[src/hw/pcpm_pkg.sv]
// package: register map, field layout and carriers of the port c pin mux
package pcpm_pkg;

    // ------------------------------------------------------------------
    // register map
    // ------------------------------------------------------------------
    localparam logic [11:0] pcpm_upper_direction_off       = 12'h000;
    localparam logic [11:0] pcpm_lower_direction_off       = 12'h004;
    localparam logic [11:0] pcpm_upper_function_select_off = 12'h008;
    localparam logic [11:0] pcpm_lower_function_one_off    = 12'h00c;

    // ------------------------------------------------------------------
    // writable bits and values after reset
    // ------------------------------------------------------------------
    localparam logic [15:0] pcpm_upper_direction_mask      = 16'h001f;
    localparam logic [15:0] pcpm_lower_direction_mask      = 16'hffff;
    localparam logic [15:0] pcpm_upper_function_mask       = 16'h0155;
    localparam logic [15:0] pcpm_lower_function_one_mask   = 16'h5500;
    localparam logic [15:0] pcpm_direction_reset           = 16'h0000;
    localparam logic [15:0] pcpm_function_reset            = 16'h0000;

    // ------------------------------------------------------------------
    // function bit positions
    // ------------------------------------------------------------------
    localparam int pcpm_pin20_function_bit = 8;
    localparam int pcpm_pin19_function_bit = 6;
    localparam int pcpm_pin18_function_bit = 4;
    localparam int pcpm_pin17_function_bit = 2;
    localparam int pcpm_pin16_function_bit = 0;
    localparam int pcpm_pin15_function_bit = 14;
    localparam int pcpm_pin14_function_bit = 12;
    localparam int pcpm_pin13_function_bit = 10;
    localparam int pcpm_pin12_function_bit = 8;

    localparam int pcpm_pins     = 21;
    localparam int pcpm_low_pins = 16;

    // ------------------------------------------------------------------
    // carriers to and from the ethernet controller
    // ------------------------------------------------------------------
    typedef struct packed {
        logic wake_on_lan_out;
        logic ethernet_external_out;
        logic mdc;
        logic mdio_out;
        logic mdio_oe;
        logic tx_en;
    } pcpm_eth_out_type;

    typedef struct packed {
        logic link_status_in;
        logic mdio_in;
        logic crs;
        logic col;
        logic tx_clk;
    } pcpm_eth_in_type;

endpackage

[src/hw/pcpm_port_c_mux.sv]
// port c direction and function select: apb registers and per-pin mux
//
// Design decisions made here: the placing of the registers and the APB interface to the registers.
module pcpm_port_c_mux (
    input  wire logic                      pclk,
    input  wire logic                      presetn,
    input  wire logic                      psel,
    input  wire logic                      penable,
    input  wire logic                      pwrite,
    input  wire logic [11:0]               paddr,
    input  wire logic [31:0]               pwdata,
    output logic      [31:0]               prdata,
    output logic                           pready,
    output logic                           pslverr,
    input  wire logic [20:0]               port_out_data,
    output logic      [20:0]               port_in_data,
    input  wire logic [20:0]               pad_in,
    output logic      [20:0]               pad_out,
    output logic      [20:0]               pad_oe,
    input  wire pcpm_pkg::pcpm_eth_out_type eth_out,
    output pcpm_pkg::pcpm_eth_in_type      eth_in
);

    // ------------------------------------------------------------------
    // register storage
    // ------------------------------------------------------------------
    logic [15:0] upper_direction_r;
    logic [15:0] lower_direction_r;
    logic [15:0] upper_function_r;
    logic [15:0] lower_function_one_r;
    logic [15:0] upper_direction_nxt;
    logic [15:0] lower_direction_nxt;
    logic [15:0] upper_function_nxt;
    logic [15:0] lower_function_one_nxt;

    logic [31:0] prdata_r;
    logic        pready_r;
    logic        pslverr_r;

    // ------------------------------------------------------------------
    // apb decode
    // ------------------------------------------------------------------
    wire access_w  = psel & penable;
    wire finish_w  = access_w & pready_r;
    wire hit_udir  = (paddr == pcpm_pkg::pcpm_upper_direction_off);
    wire hit_ldir  = (paddr == pcpm_pkg::pcpm_lower_direction_off);
    wire hit_ufun  = (paddr == pcpm_pkg::pcpm_upper_function_select_off);
    wire hit_lfun  = (paddr == pcpm_pkg::pcpm_lower_function_one_off);
    wire mapped_w  = hit_udir | hit_ldir | hit_ufun | hit_lfun;
    wire wr_w      = finish_w & pwrite;
    // the first access cycle prepares the answer given in the next one
    wire first_w      = access_w & ~pready_r;
    wire rd_capture_w = first_w & ~pwrite;

    // ------------------------------------------------------------------
    // per-register write strobes and writable bits of the write data
    // ------------------------------------------------------------------
    wire        wr_udir_w = wr_w & hit_udir;
    wire        wr_ldir_w = wr_w & hit_ldir;
    wire        wr_ufun_w = wr_w & hit_ufun;
    wire        wr_lfun_w = wr_w & hit_lfun;
    wire [15:0] wdata_w   = pwdata[15:0];
    wire [15:0] udir_wdata_w;
    wire [15:0] ldir_wdata_w;
    wire [15:0] ufun_wdata_w;
    wire [15:0] lfun_wdata_w;

    // reserved positions are masked on write so they always read zero
    assign udir_wdata_w = wdata_w & pcpm_pkg::pcpm_upper_direction_mask;
    assign ldir_wdata_w = wdata_w & pcpm_pkg::pcpm_lower_direction_mask;
    assign ufun_wdata_w = wdata_w & pcpm_pkg::pcpm_upper_function_mask;
    assign lfun_wdata_w = wdata_w & pcpm_pkg::pcpm_lower_function_one_mask;

    // ------------------------------------------------------------------
    // next register values
    // ------------------------------------------------------------------
    assign upper_direction_nxt    = wr_udir_w ? udir_wdata_w :
                                    upper_direction_r;
    assign lower_direction_nxt    = wr_ldir_w ? ldir_wdata_w :
                                    lower_direction_r;
    assign upper_function_nxt     = wr_ufun_w ? ufun_wdata_w :
                                    upper_function_r;
    assign lower_function_one_nxt = wr_lfun_w ? lfun_wdata_w :
                                    lower_function_one_r;

    // ------------------------------------------------------------------
    // read-back values, reserved positions held at zero
    // ------------------------------------------------------------------
    wire [15:0] udir_view_w;
    wire [15:0] ldir_view_w;
    wire [15:0] ufun_view_w;
    wire [15:0] lfun_view_w;

    assign udir_view_w = upper_direction_r &
                         pcpm_pkg::pcpm_upper_direction_mask;
    assign ldir_view_w = lower_direction_r &
                         pcpm_pkg::pcpm_lower_direction_mask;
    assign ufun_view_w = upper_function_r &
                         pcpm_pkg::pcpm_upper_function_mask;
    assign lfun_view_w = lower_function_one_r &
                         pcpm_pkg::pcpm_lower_function_one_mask;

    wire [15:0] read_sel_w =
        hit_udir ? udir_view_w :
        hit_ldir ? ldir_view_w :
        hit_ufun ? ufun_view_w :
        hit_lfun ? lfun_view_w : 16'h0000;

    // ------------------------------------------------------------------
    // registers
    // ------------------------------------------------------------------
    always_ff @(posedge pclk or negedge presetn) begin
        if (!presetn) begin
            upper_direction_r <= pcpm_pkg::pcpm_direction_reset;
        end else begin
            upper_direction_r <= upper_direction_nxt;
        end
    end

    always_ff @(posedge pclk or negedge presetn) begin
        if (!presetn) begin
            lower_direction_r <= pcpm_pkg::pcpm_direction_reset;
        end else begin
            lower_direction_r <= lower_direction_nxt;
        end
    end

    always_ff @(posedge pclk or negedge presetn) begin
        if (!presetn) begin
            upper_function_r <= pcpm_pkg::pcpm_function_reset;
        end else begin
            upper_function_r <= upper_function_nxt;
        end
    end

    always_ff @(posedge pclk or negedge presetn) begin
        if (!presetn) begin
            lower_function_one_r <= pcpm_pkg::pcpm_function_reset;
        end else begin
            lower_function_one_r <= lower_function_one_nxt;
        end
    end

    // one wait state: pready rises in the second access cycle
    always_ff @(posedge pclk or negedge presetn) begin
        if (!presetn) begin
            pready_r <= 1'b0;
        end else begin
            pready_r <= first_w;
        end
    end

    // unmapped addresses answer with an error, together with pready
    always_ff @(posedge pclk or negedge presetn) begin
        if (!presetn) begin
            pslverr_r <= 1'b0;
        end else begin
            pslverr_r <= first_w & ~mapped_w;
        end
    end

    // read data stands only while pready does, zero otherwise
    always_ff @(posedge pclk or negedge presetn) begin
        if (!presetn) begin
            prdata_r <= 32'h0000_0000;
        end else if (rd_capture_w) begin
            prdata_r <= {16'h0000, read_sel_w};
        end else if (finish_w) begin
            prdata_r <= 32'h0000_0000;
        end
    end

    assign prdata  = prdata_r;
    assign pready  = pready_r;
    assign pslverr = pslverr_r;

    // ------------------------------------------------------------------
    // per-pin function select and peripheral drive
    // ------------------------------------------------------------------
    logic [20:0] func_sel_w;
    logic [20:0] periph_out_w;
    logic [20:0] periph_oe_w;
    logic [20:0] direction_w;

    assign direction_w = {upper_direction_r[4:0], lower_direction_r};

    // ------------------------------------------------------------------
    // named function select bits, one per multiplexed pin
    // ------------------------------------------------------------------
    logic pin20_function_bit;
    logic pin19_function_bit;
    logic pin18_function_bit;
    logic pin17_function_bit;
    logic pin16_function_bit;
    logic pin15_function_bit;
    logic pin14_function_bit;
    logic pin13_function_bit;
    logic pin12_function_bit;

    assign pin20_function_bit =
        upper_function_r[pcpm_pkg::pcpm_pin20_function_bit];
    assign pin19_function_bit =
        upper_function_r[pcpm_pkg::pcpm_pin19_function_bit];
    assign pin18_function_bit =
        upper_function_r[pcpm_pkg::pcpm_pin18_function_bit];
    assign pin17_function_bit =
        upper_function_r[pcpm_pkg::pcpm_pin17_function_bit];
    assign pin16_function_bit =
        upper_function_r[pcpm_pkg::pcpm_pin16_function_bit];
    assign pin15_function_bit =
        lower_function_one_r[pcpm_pkg::pcpm_pin15_function_bit];
    assign pin14_function_bit =
        lower_function_one_r[pcpm_pkg::pcpm_pin14_function_bit];
    assign pin13_function_bit =
        lower_function_one_r[pcpm_pkg::pcpm_pin13_function_bit];
    assign pin12_function_bit =
        lower_function_one_r[pcpm_pkg::pcpm_pin12_function_bit];

    assign func_sel_w = {
        pin20_function_bit,
        pin19_function_bit,
        pin18_function_bit,
        pin17_function_bit,
        pin16_function_bit,
        pin15_function_bit,
        pin14_function_bit,
        pin13_function_bit,
        pin12_function_bit,
        12'h000
    };

    // input functions keep the pad undriven
    assign periph_out_w = {
        eth_out.wake_on_lan_out,
        eth_out.ethernet_external_out,
        1'b0,
        eth_out.mdc,
        eth_out.mdio_out,
        3'h0,
        eth_out.tx_en,
        12'h000
    };
    assign periph_oe_w = {
        1'b1,
        1'b1,
        1'b0,
        1'b1,
        eth_out.mdio_oe,
        3'h0,
        1'b1,
        12'h000
    };

    // ------------------------------------------------------------------
    // pad input filter: three stages, change once last two agree
    // ------------------------------------------------------------------
    logic [20:0] sync1_r;
    logic [20:0] sync2_r;
    logic [20:0] sync3_r;
    logic [20:0] pad_clean_r;
    logic [20:0] pad_out_r;
    logic [20:0] pad_oe_r;
    logic [20:0] port_in_r;

    always_ff @(posedge pclk or negedge presetn) begin
        if (!presetn) begin
            sync1_r <= 21'h000000;
        end else begin
            sync1_r <= pad_in;
        end
    end

    always_ff @(posedge pclk or negedge presetn) begin
        if (!presetn) begin
            sync2_r <= 21'h000000;
        end else begin
            sync2_r <= sync1_r;
        end
    end

    always_ff @(posedge pclk or negedge presetn) begin
        if (!presetn) begin
            sync3_r <= 21'h000000;
        end else begin
            sync3_r <= sync2_r;
        end
    end

    genvar g;
    generate
        for (g = 0; g < pcpm_pkg::pcpm_pins; g++) begin : pin_gen
            wire agree_w     = (sync2_r[g] == sync3_r[g]);
            wire port_mode_w = ~func_sel_w[g];
            // port mode takes the direction bit, otherwise the peripheral
            wire oe_w  = port_mode_w ? direction_w[g] :
                         periph_oe_w[g];
            wire out_w = port_mode_w ? port_out_data[g] :
                         periph_out_w[g];

            // the clean level moves only once two stages agree
            always_ff @(posedge pclk or negedge presetn) begin
                if (!presetn) begin
                    pad_clean_r[g] <= 1'b0;
                end else if (agree_w) begin
                    pad_clean_r[g] <= sync3_r[g];
                end
            end

            always_ff @(posedge pclk or negedge presetn) begin
                if (!presetn) begin
                    pad_oe_r[g]  <= 1'b0;
                    pad_out_r[g] <= 1'b0;
                end else begin
                    pad_oe_r[g]  <= oe_w;
                    pad_out_r[g] <= out_w & oe_w;
                end
            end

            always_ff @(posedge pclk or negedge presetn) begin
                if (!presetn) begin
                    port_in_r[g] <= 1'b0;
                end else begin
                    port_in_r[g] <= pad_clean_r[g];
                end
            end
        end
    endgenerate

    assign pad_out      = pad_out_r;
    assign pad_oe       = pad_oe_r;
    assign port_in_data = port_in_r;

    // ------------------------------------------------------------------
    // inputs routed to the ethernet controller
    // ------------------------------------------------------------------
    pcpm_pkg::pcpm_eth_in_type eth_in_nxt;
    pcpm_pkg::pcpm_eth_in_type eth_in_r;

    assign eth_in_nxt.link_status_in = func_sel_w[18] & pad_clean_r[18];
    assign eth_in_nxt.mdio_in        = func_sel_w[16] & pad_clean_r[16];
    assign eth_in_nxt.crs            = func_sel_w[15] & pad_clean_r[15];
    assign eth_in_nxt.col            = func_sel_w[14] & pad_clean_r[14];
    assign eth_in_nxt.tx_clk         = func_sel_w[13] & pad_clean_r[13];

    always_ff @(posedge pclk or negedge presetn) begin
        if (!presetn) begin
            eth_in_r <= '0;
        end else begin
            eth_in_r <= eth_in_nxt;
        end
    end

    assign eth_in = eth_in_r;

endmodule

[config.mk]
export PLATFORM = sky130hd
export DESIGN_NAME = pcpm_port_c_mux
export DESIGN_NICKNAME = d
export VERILOG_FILES = /design/src/hw/pcpm_pkg.sv /design/src/hw/pcpm_port_c_mux.sv
export SDC_FILE = /design/constraint.sdc
export NUM_CORES = 1
export LEC_CHECK = 0
export ABC_CLOCK_PERIOD_IN_PS = 4600
export BUFFER_PORTS_ARGS = -buffer_cell sky130_fd_sc_hd__buf_2
export CAP_MARGIN = 10
export CORE_UTILIZATION = 54
export CTS_CLUSTER_DIAMETER = 40
export DETAILED_ROUTE_END_ITERATION = 7
export GPL_TIMING_DRIVEN = 0
export PLACE_DENSITY = 0.8
export SLEW_MARGIN = 20
export SYNTH_ARGS = -nofsm -noshare
export SYNTH_HDL_FRONTEND = slang
export SYNTH_SLANG_ARGS = --single-unit
[constraint.sdc]
create_clock -name pclk -period 4.6 [get_ports pclk]
set_input_delay 0.46 -clock pclk [delete_from_list [all_inputs] [get_ports pclk]]
set_output_delay 0.46 -clock pclk [all_outputs]
set_load 0.05 [all_outputs]
==> reports/qor.txt, run 1 <==
Mapped cell area -> 0.00647 mm²
Post-synth EDFFs -> 0
Finished layout cell area -> 0.00817 mm²
Post-Route WL -> 11.9 mm
GR Util All Layers -> 21.3%
Slew headroom -> 47.8%
Top_reg_cell synth -> dfrtp_1
Pwr/cell area -> 438 mW/mm²
Post-route DRC -> 12
TritonCTS clock tree -> built
Period utilization -> 44.9%
Num CTS Buffers -> 17
Gr ovfl total -> 0
Synth Instances -> 389
Wire per inst -> 16.0 µm
IO Port Bufs -> 165
Placed cell area -> 0.00757 mm²
Die area -> 0.0124 mm²
Dominant cells by area after synthesis -> dfrtp_1 77%, mux2_2 4.9%, maj3_1 3.2%, and2_1 2.1%, buf_4 1.9%
Final worst path period need -> 2070 ps
Largest net degree at the start of global routing -> 110
Vias in the first global route -> 3951
H-tree depth -> 4
Post-synth top area share -> 77.3%
Fmax -> 484 MHz
Die X -> 112 µm
Inst Count DP -> 713
Sequential area share after synthesis -> 77.3%
Unrepaired setup endpoints after global routing -> no
Via count -> 3631
Final Setup Violations -> 0
Setup Skew -> 7.48 ps
Max-Cap Viols -> 0
Crit path cell chain -> nand4_2 -> or2_2 -> nor3_1 -> mux2_2
Simple-gate portion of the synthesized area -> 7.17%
Worst-skew pair later-pin latency -> 420 ps
Failing checks -> DRC
Post-Layout Cell Count -> 745
Crit-path max cell delay -> 600 ps
Antenna violations before repair -> 0
Post-synthesis compound-gate area fraction -> 2.80%
Clock Root Buffer -> clkbuf_16
HPWL after DPL -> 8.20 mm
Ports -> 199
Share of cells above drive strength 1 -> 42.9%
Main combinational cell family by area after synthesis -> simple AND/OR/NAND/NOR gates
Data arrival, critical path -> 2370 ps
Hold_buf cts -> 0
Critical Path Source Type -> register
Static leakage power -> 4.28 nW
Vias per cell -> 4.87
Post-Synth Adder-Cell Area -> 3.25%
Global-route wire length before repair -> 19.6 mm
Worst-path clk slew -> 70 ps
Setup Crit Path Kind -> register to register
Final Util -> 70.6%
Maximum vdd drop -> 0.363 mV
DRT antenna net count -> 0
Place WS -> 2240 ps
Die height -> 112 µm
Final setup TNS -> 0 ps
Filler Cells Inserted -> 786
Final Hold Vio Count -> 0
Mux share of post-synthesis cell area -> 6.80%
Post-CTS Setup Inserts -> 0
Hold crit path type -> input port to asynchronous set/reset pin
Starting Density -> 56.0%
Critical path required time -> 4900 ps
Core area -> 0.0116 mm²
XOR/XNOR Fraction of Synth Area -> 0%
Most common cell after layout, fill and taps aside -> dfrtp_1
CP max FO -> 5
DRT Pass-1 Iters -> 7
Post_cts resized -> 0
Max Slew Vio Count -> 0
Post-synth cell types -> 37
Cell row count -> 39
Post-synth ARST share -> 100%
Status -> complete, but fails checks
Most frequent cells in the layout -> 200 x dfrtp_1, 165 x buf_2, 28 x mux2_2
Total Power -> 3.58 mW
Hold slack -> 38.8 ps
CTS Sinks -> 200
Ant. Diodes -> 0
Synth area leader -> dfrtp_1
Final nets -> 686
Endpoint class of the critical path -> register
Initial DRC count -> 197
Area Growth Syn to Fin -> 26.2%
Synth Register Bits -> 200
Yosys Warn Count -> 0
Measured slew at the worst slew-check pin -> 778 ps
Slowest CP cell -> nor3_1
Average size of a mapped cell -> 16.6 µm²
Placer Congestion -> 0.742
Final setup margin -> 2530 ps
CTS Buffer Depth -> 2
## per-layer routing
layer  global-route usage (%)  vias to the layer above  routed length (µm)
met4                     8.47                        0                 204
met2                     33.8                      145                5770
li1                         -                     1674                   -
met1                     26.7                     1797                5030
met5                        0                        -                   0
met3                     8.00                       15                 914
## path summary, 6_finish.rpt
check	startpoint	cells after the start	slack, ps	endpoint
worst max-delay path	pready	4	2530	lower_function_one_r[8]
worst min register to register	sync1_r[9]	0	350	sync2_r[9]
worst max register to register	pready	4	2530	lower_function_one_r[8]
max in group asynchronous	presetn	2	3630	sync2_r[13]
min in group pclk	pad_in[8]	1	140	sync1_r[8]
worst min-delay path	presetn	1	40	sync2_r[11]
## synth_stat cells, types with 2 or more instances
cell	number
o2bb2ai_1	3
nor2b_1	5
nor4_4	2
a22o_1	6
maj3_1	21
nor3_1	2
o31ai_1	5
or3_1	2
and2_1	22
nand2_1	25
mux2i_1	5
buf_6	2
mux2_2	28
or2_2	5
nor2_1	6
dfrtp_1	200
inv_1	2
o21ai_0	9
clkbuf_1	2
buf_4	16
mux2_4	5
## cell families (layout without fill, tap and decap cells)
family	after synthesis	in the layout
adder cells (fa/ha/maj)	21	21
multiplexers	38	38
AO/OA/AOI/OAI	26	26
other	1	16
AND/OR/NAND/NOR	78	78
buffers and inverters	25	223
flip-flops	200	200
## final cells by class
cell class | instances | area (µm²) | share of cell area, %
inverter | 3 | 11.3 | 0.138
clock inverter | 9 | 138 | 1.68
sequential | 200 | 5000 | 61.3
tap | 143 | 179 | 2.19
multi-input combinational | 179 | 1360 | 16.6
buffer | 22 | 159 | 1.95
timing repair buffer | 166 | 863 | 10.6
clock buffer | 23 | 458 | 5.61
## state kept, by name, indices dropped and copies added (netlist names), 4 cells and up
register              flops
sync2_r                  21
sync3_r                  21
eth_in                    5
pad_clean_r              21
lower_function_one_r      4
sync1_r                  21
upper_function_r          5
pad_oe                   21
upper_direction_r         5
prdata                   16
pad_out                  21
port_in_data             21
ldir_view_w              16
## worst max-delay path, delay by kind of cell (launching register included)
kind          cells  cell delay, ps
mux               1             410
flops             1             420
simple gates      3            1100
## power breakdown
group	leakage, nW	switching, mW	total (mW)	internal (mW)
clock network	0.287	0.610	1.49	0.876
logic	1.44	0.171	0.239	0.0673
registers	2.55	0.0275	1.85	1.82
total	4.28	0.809	3.58	2.77
(Power assumes the default switching activity.)
==> inputs of run 2 (changes only) <==
--- a/config.mk
+++ b/config.mk
@@ -5,14 +5,14 @@
 export SDC_FILE = /design/constraint.sdc
 export NUM_CORES = 1
 export LEC_CHECK = 0
-export ABC_CLOCK_PERIOD_IN_PS = 4600
+export ABC_CLOCK_PERIOD_IN_PS = 2029
 export BUFFER_PORTS_ARGS = -buffer_cell sky130_fd_sc_hd__buf_2
 export CAP_MARGIN = 10
-export CORE_UTILIZATION = 54
+export CORE_UTILIZATION = 50
 export CTS_CLUSTER_DIAMETER = 40
 export DETAILED_ROUTE_END_ITERATION = 7
 export GPL_TIMING_DRIVEN = 0
-export PLACE_DENSITY = 0.8
+export PLACE_DENSITY = 0.75
 export SLEW_MARGIN = 20
 export SYNTH_ARGS = -nofsm -noshare
 export SYNTH_HDL_FRONTEND = slang
==> constraint.sdc (replaced) <==
create_clock -name pclk -period 2.03 [get_ports pclk]
set_input_delay 0.203 -clock pclk [delete_from_list [all_inputs] [get_ports pclk]]
set_output_delay 0.203 -clock pclk [all_outputs]
set_load 0.05 [all_outputs]
==> run 2 against run 1 <==
Net effect: total power up 130%; final cell count up 9.7%; via count up 7.0%; the flow now finishes without violations; routed wire length up 9.6%; final area up 5.7%; first-iteration DRC count up 17%.
==> reports/qor.txt, run 2 (synthesis results as in run 1) <==
Status -> finished clean
DR top layer -> met4
Via count -> 3886 (+7.0%)
Maximum vdd drop -> 0.602 mV (+66%)
Met3 WL -> 895 µm (-2.1%)
Measured slew at the worst slew-check pin -> 740 ps (-38.0 ps)
Die area -> 0.0134 mm² (+7.9%)
Slew headroom -> 50.3% (+2.6 points)
Slowest CP cell -> nor3_1
Sw Share -> 22.4% (-0.19 points)
Hold Startpoint -> pwdata[5]
Area Growth Syn to Fin -> 33.3%
Worst-path clk slew -> 70 ps (about the same)
DRT Pass-1 Iters -> 6 (-1)
Unrepaired setup endpoints after global routing -> no
Wire per inst -> 16.0 µm (-0.10%)
Combinational fraction of design power -> 7.6% (+0.9 points)
Fmax -> 527 MHz (+8.8%)
Final worst path period need -> 1900 ps (-167 ps)
Die height -> 116 µm (+3.9%)
Hold crit path type -> input port to register
Worst-skew pair later-pin latency -> 420 ps (about the same)
Die X -> 116 µm (+3.9%)
Pwr/cell area -> 932 mW/mm² (+110%)
Post-Route WL -> 13.1 mm (+9.6%)
Endpoint class of the critical path -> register
Critical path required time -> 2340 ps (-2560 ps)
Placer Congestion -> 0.702 (-5.3%)
Max-Cap Viols -> 0 (unchanged)
Crit-path max cell delay -> 470 ps (-130 ps)
Post-Layout Cell Count -> 817 (+9.7%)
HPWL after DPL -> 8.68 mm (+5.8%)
Global-route wire length before repair -> 20.1 mm (+2.6%)
Core area -> 0.0126 mm² (+9.1%)
DRT antenna net count -> 0 (unchanged)
Sw power -> 1.80 mW (+120%)
Cell row count -> 41 (+5.1%)
Setup Skew -> 4.57 ps (-2.91 ps)
Crit path cell chain -> nand4_2 -> or2_2 -> nor3_1 -> mux2_2
Final Hold Vio Count -> 0 (unchanged)
Max Slew Vio Count -> 0 (unchanged)
H-tree depth -> 4 (unchanged)
Post-route DRC -> 0 (-12)
GR Util All Layers -> 20.8% (-0.49 points)
IO Port Bufs -> 165 (unchanged)
Setup Crit Path Kind -> register to register
Inst Count DP -> 742 (+4.1%)
Clock Root Buffer -> clkbuf_16
Met2 Routed Length -> 6.74 mm (+17%)
Period utilization -> 93.5% (+49 points)
Initial DRC count -> 231 (+17%)
Largest net degree at the start of global routing -> 103 (-6.4%)
Num CTS Buffers -> 17 (unchanged)
Final Util -> 68.4% (-2.2 points)
Final Setup Violations -> 0 (unchanged)
Int Pwr -> 6.25 mW (+130%)
Post-CTS Setup Inserts -> 0 (unchanged)
Critical path launch point -> pready
CP max FO -> 5 (unchanged)
TritonCTS clock tree -> built
Clk network pwr share -> 40.2% (-1.4 points)
CTS Buffer Depth -> 2 (unchanged)
Reg-to-Reg Start -> pready
Antenna violations before repair -> 0 (unchanged)
Gr ovfl total -> 0 (unchanged)
Vias in the first global route -> 3959 (+0.20%)
Vias per cell -> 4.76 (-2.4%)
Final nets -> 731 (+6.6%)
CTS Sinks -> 200 (unchanged)
Crit path buffers/inverters -> 0 (unchanged)
Critical Path Source Type -> register
Ports -> 199 (unchanged)
Data arrival, critical path -> 2210 ps (-160 ps)
Starting Density -> 51.3% (-4.7 points)
Most frequent cells in the layout -> 199 x dfrtp_1, 165 x buf_2, 45 x dlygate4sd3_1
M1 WL -> 5.23 mm (+3.9%)
Static leakage power -> 4.46 nW (+4.2%)
Share of cells above drive strength 1 -> 40.2% (-2.7 points)
Ant. Diodes -> 0 (unchanged)
Final setup TNS -> 0 ps (unchanged)
Crit-path leading delay family -> simple AND/OR/NAND/NOR gates
Seq pwr share -> 52.2% (+0.4 points)
Most common cell after layout, fill and taps aside -> dfrtp_1
Hold slack -> 21.2 ps (-17.6 ps)
[run 2: cell count changes in the layout (fill, tap and decap cells not counted)]
cell           before  now
dlygate4sd3_1       0   45
dfrtp_1           200  199
clkbuf_1            7    5
bufinv_16           3    2
clkinv_2            1    3
inv_8               0    1
inv_6               3    0
dfrtp_2             0    1
clkinv_4            1    0
clkbuf_8            1    3
[run 2: layer usage]
layer	vias to the layer above	GRT usage [%]
li1	1766	-
met1	1960	24.9
met2	141	34.2
met3	19	7.32
met4	0	9.06
met5	-	0
[run 2: per-stage QoR]
| step | setup slack (ps) | power (mW) | area [µm²] |
|---|---|---|---|
| finish | 131 | 8.05 | 8630 |
| global route | 43.0 | 8.35 | 8630 |
| CTS | 117 | 8.14 | 8630 |
| detailed placement | -129 | 4.82 | 7610 |
| global placement | -2540 | 4.79 | 7570 |
| floorplan | 142 | 4.57 | 6530 |
[run 2: power by group through the flow]
| stage | logic, mW | clock network (mW) | registers [mW] |
|---|---|---|---|
| after global routing | 0.660 | 3.48 | 4.21 |
| after floorplan | 0.150 | 0 | 4.42 |
| final | 0.612 | 3.24 | 4.20 |
| after detailed placement | 0.547 | 0 | 4.27 |
| after CTS | 0.615 | 3.32 | 4.20 |
| after global placement | 0.526 | 0 | 4.27 |
[run 2: cell type report]
cell class,instances,area [µm²]
buffer,22,159
clock buffer,23,478
clock inverter,7,93.8
fill,904,3990
inverter,3,11.3
multi-input combinational,179,1360
sequential,200,5010
tap,172,215
timing repair buffer,211,1310
[run 2: final timing paths]
kind / endpoint / slack [ps] / cells past startpoint
worst min-delay path: ldir_view_w[5] / 20 / 2
min in group asynchronous: port_in_data[2] / 410 / 2
worst max register to register: lower_function_one_r[12] / 130 / 4
worst min register to register: sync2_r[19] / 350 / 0
max in group asynchronous: prdata[11] / 710 / 3
worst max-delay path: lower_function_one_r[12] / 130 / 4
[run 2: timing repair]
| item | 4_1_cts | 5_1_grt |
|---|---|---|
| resized for setup | 0 | 0 |
| hold buffers | 45 | 0 |
| hold endpoints to repair | 142 | 0 |
==> inputs of run 3 (changes only) <==
--- a/config.mk
+++ b/config.mk
@@ -5,14 +5,15 @@
 export SDC_FILE = /design/constraint.sdc
 export NUM_CORES = 1
 export LEC_CHECK = 0
+export ABC_AREA = 1
 export ABC_CLOCK_PERIOD_IN_PS = 2029
 export BUFFER_PORTS_ARGS = -buffer_cell sky130_fd_sc_hd__buf_2
 export CAP_MARGIN = 10
-export CORE_UTILIZATION = 50
+export CORE_UTILIZATION = 51
 export CTS_CLUSTER_DIAMETER = 40
 export DETAILED_ROUTE_END_ITERATION = 7
 export GPL_TIMING_DRIVEN = 0
-export PLACE_DENSITY = 0.75
+export PLACE_DENSITY = 0.76
 export SLEW_MARGIN = 20
 export SYNTH_ARGS = -nofsm -noshare
 export SYNTH_HDL_FRONTEND = slang
==> run 3 against run 2 <==
Net effect: worst setup slack improved by 380 ps; critical endpoint is now prdata[7]; clock power grew 4%; count of clock-buffer cells in the layout is 3 lower; hold slack got worse by 2.2 ps; utilization increased by 1.5 points; final cell count rose by 16%; synthesized cell count grew 34%; clock skew increased by 0.78 ps; register-to-register slack improved by 380 ps.
==> reports/qor.txt, run 3 <==
H-tree depth -> 4 (unchanged)
Critical path required time -> 2390 ps (+50 ps)
Antenna violations before repair -> 0 (unchanged)
Hold crit path type -> input port to register
Pwr/cell area -> 929 mW/mm² (-0.33%)
Setup Skew -> 5.35 ps (+0.780 ps)
Most frequent cells in the layout -> 200 x dfrtp_1, 169 x buf_2, 101 x nand2_1
Average size of a mapped cell -> 12.8 µm² (-23%)
CP max FO -> 10 (+5)
Status -> finished clean
Ports -> 199 (unchanged)
Endpoint class of the critical path -> register
Synth top cells by count -> 200 x dfrtp_1, 101 x nand2_1, 54 x inv_1, 31 x nand3_1, 26 x o21ai_1
Max-Cap Viols -> 0 (unchanged)
Clock Root Buffer -> clkbuf_16
Final Hold Vio Count -> 0 (unchanged)
Global-route wire length before repair -> 22.1 mm (+9.7%)
Wire per inst -> 14.8 µm (-7.1%)
Via count -> 4429 (+14%)
IO Port Bufs -> 166 (+0.61%)
Measured slew at the worst slew-check pin -> 685 ps (-54.4 ps)
Yosys Warn Count -> 0 (unchanged)
Area Growth Syn to Fin -> 32.7%
Vias in the first global route -> 4519 (+14%)
Maximum vdd drop -> 0.805 mV (+34%)
Synth Instances -> 521 (+34%)
Die height -> 116 µm (+0.54%)
Most common cell in the netlist -> dfrtp_1
Sequential area share after synthesis -> 74.9% (-2.3 points)
Worst r2r path cells -> 6 (+2)
Cell row count -> 41 (unchanged)
Worst R2R End -> prdata[7]
Die area -> 0.0136 mm² (+1.1%)
Top_reg_cell synth -> dfrtp_1
Synth Register Bits -> 200 (unchanged)
CTS Buffer Depth -> 2 (unchanged)
GR Util All Layers -> 22.2% (+1.4 points)
Max Slew Vio Count -> 0 (unchanged)
Hold slack -> 18.9 ps (-2.21 ps)
Vias per cell -> 4.66 (-2.1%)
Data arrival, critical path -> 1890 ps (-320 ps)
DRT antenna net count -> 0 (unchanged)
Post-Route WL -> 14.1 mm (+8.2%)
Initial DRC count -> 203 (-12%)
HPWL after DPL -> 9.26 mm (+6.7%)
Die X -> 116 µm (+0.54%)
Post-Layout Cell Count -> 951 (+16%)
Period utilization -> 74.9% (-19 points)
DRT Pass-1 Iters -> 5 (-1)
Final nets -> 864 (+18%)
Dominant cells by area after synthesis -> dfrtp_1 75%, nand2_1 5.7%, maj3_1 3.1%, inv_1 3.0%, nand3_1 2.3%
Final worst path period need -> 1520 ps (-378 ps)
Inst Count DP -> 875 (+18%)
Critical path launch point -> pready
TritonCTS clock tree -> built
Fmax -> 658 MHz (+25%)
Post-synth EDFFs -> 0 (unchanged)
Reg2reg setup slack -> 510 ps (+380 ps)
Post-synth top area share -> 74.9% (-2.3 points)
Gr ovfl total -> 0 (unchanged)
Final setup margin -> 509 ps (+378 ps)
Slew headroom -> 54.3% (+4.0 points)
Most common cell after layout, fill and taps aside -> dfrtp_1
Static leakage power -> 4.74 nW (+6.3%)
Placed cell area -> 0.00782 mm² (+2.7%)
Core area -> 0.0127 mm² (+0.41%)
Setup Crit Path Kind -> register to register
Post-synth ARST share -> 100% (unchanged)
Placer Congestion -> 0.818 (+16%)
Share of cells above drive strength 1 -> 32.7% (-7.4 points)
Worst-path clk slew -> 70 ps (about the same)
CTS Sinks -> 200 (unchanged)
Crit path to -> prdata[7]
Reg-to-Reg Start -> pready
Finished layout cell area -> 0.00886 mm² (+2.6%)
Mapped cell area -> 0.00668 mm² (+3.1%)
Critical Path Source Type -> register
Post-CTS Setup Inserts -> 0 (unchanged)
Synth area leader -> dfrtp_1
Post-synth cell types -> 25 (-32%)
Worst-skew pair later-pin latency -> 420 ps (about the same)
Final Setup Violations -> 0 (unchanged)
Ant. Diodes -> 0 (unchanged)
Largest net degree at the start of global routing -> 108 (+4.9%)
Num CTS Buffers -> 17 (unchanged)
Starting Density -> 52.7% (+1.4 points)
Place WS -> 513 ps (+643 ps)
WHS Path Cells -> 3 (+1)
Unrepaired setup endpoints after global routing -> no
Post-route DRC -> 0 (unchanged)
Filler Cells Inserted -> 885 (-2.1%)
run 3: cell families after synthesis:
| family | after synthesis | synth area share [%] |
|---|---|---|
| simple gates | 173 | 12.3 |
| fa+ha+maj | 21 | 3.15 |
| mux | 1 | 0.169 |
| flops | 200 | 74.9 |
| buf+inv | 82 | 5.92 |
| other cells | 1 | 0.0562 |
| compound gates | 43 | 3.50 |
run 3: cell type report:
type	count	area [µm²]	share of cell area, %
Clock buffer	20	457	5.15
Buffer	23	174	1.96
Inverter	59	221	2.50
Multi-Input combinational cell	254	1330	15.1
Timing Repair Buffer	212	1320	14.9
Sequential cell	200	5000	56.5
Tap cell	172	215	2.43
Clock inverter	11	136	1.54
run 3: critical path, stage by stage, from the launching register on:
cell and delay (ps):
dfrtp_1 400, inv_1 60, nand3_1 150, nor2_2 360
buf_2 310, nand3_1 100, nand2_1 80
run 3: metal layers:
metal  wire length [µm]  global-route usage [%]  vias to the layer above
met5                  0                       0                        -
li1                   -                       -                     2096
met4                120                    7.18                        0
met2               7170                    37.8                      150
met3                850                    7.11                       11
met1               5980                    26.8                     2172
run 3: power by group:
| part | internal, mW | switching [mW] |
|---|---|---|
| Combinational | 0.219 | 0.445 |
| Sequential | 4.14 | 0.0682 |
| Clock | 1.90 | 1.46 |
run 3: timing repair:
| item | CTS | global route |
|---|---|---|
| hold endpoints to repair | 137 | 0 |
| resized for setup | 0 | 0 |
| hold buffers | 45 | 0 |
run 3: worst min path at each step:
stage / startpoint / endpoint / slack, ps
2_1_floorplan: presetn / eth_in[0] / -90
3_3_place_gp: pad_in[13] / sync1_r[13] / 310
3_5_place_dp: presetn / port_in_data[9] / 270
4_1_cts: pwdata[5] / ldir_view_w[5] / 4
5_1_grt: port_out_data[13] / pad_out[13] / 10
6_report: pwdata[5] / ldir_view_w[5] / 20
run 3: per-stage QoR:
step	TNS (ps)	total power [mW]	util, %
6_report	0	8.24	69.9
5_1_grt	0	8.52	69.9
4_1_cts	0	8.31	69.9
3_5_place_dp	0	4.88	61.7
3_3_place_gp	-425350	4.85	61.4
2_1_floorplan	0	4.62	-
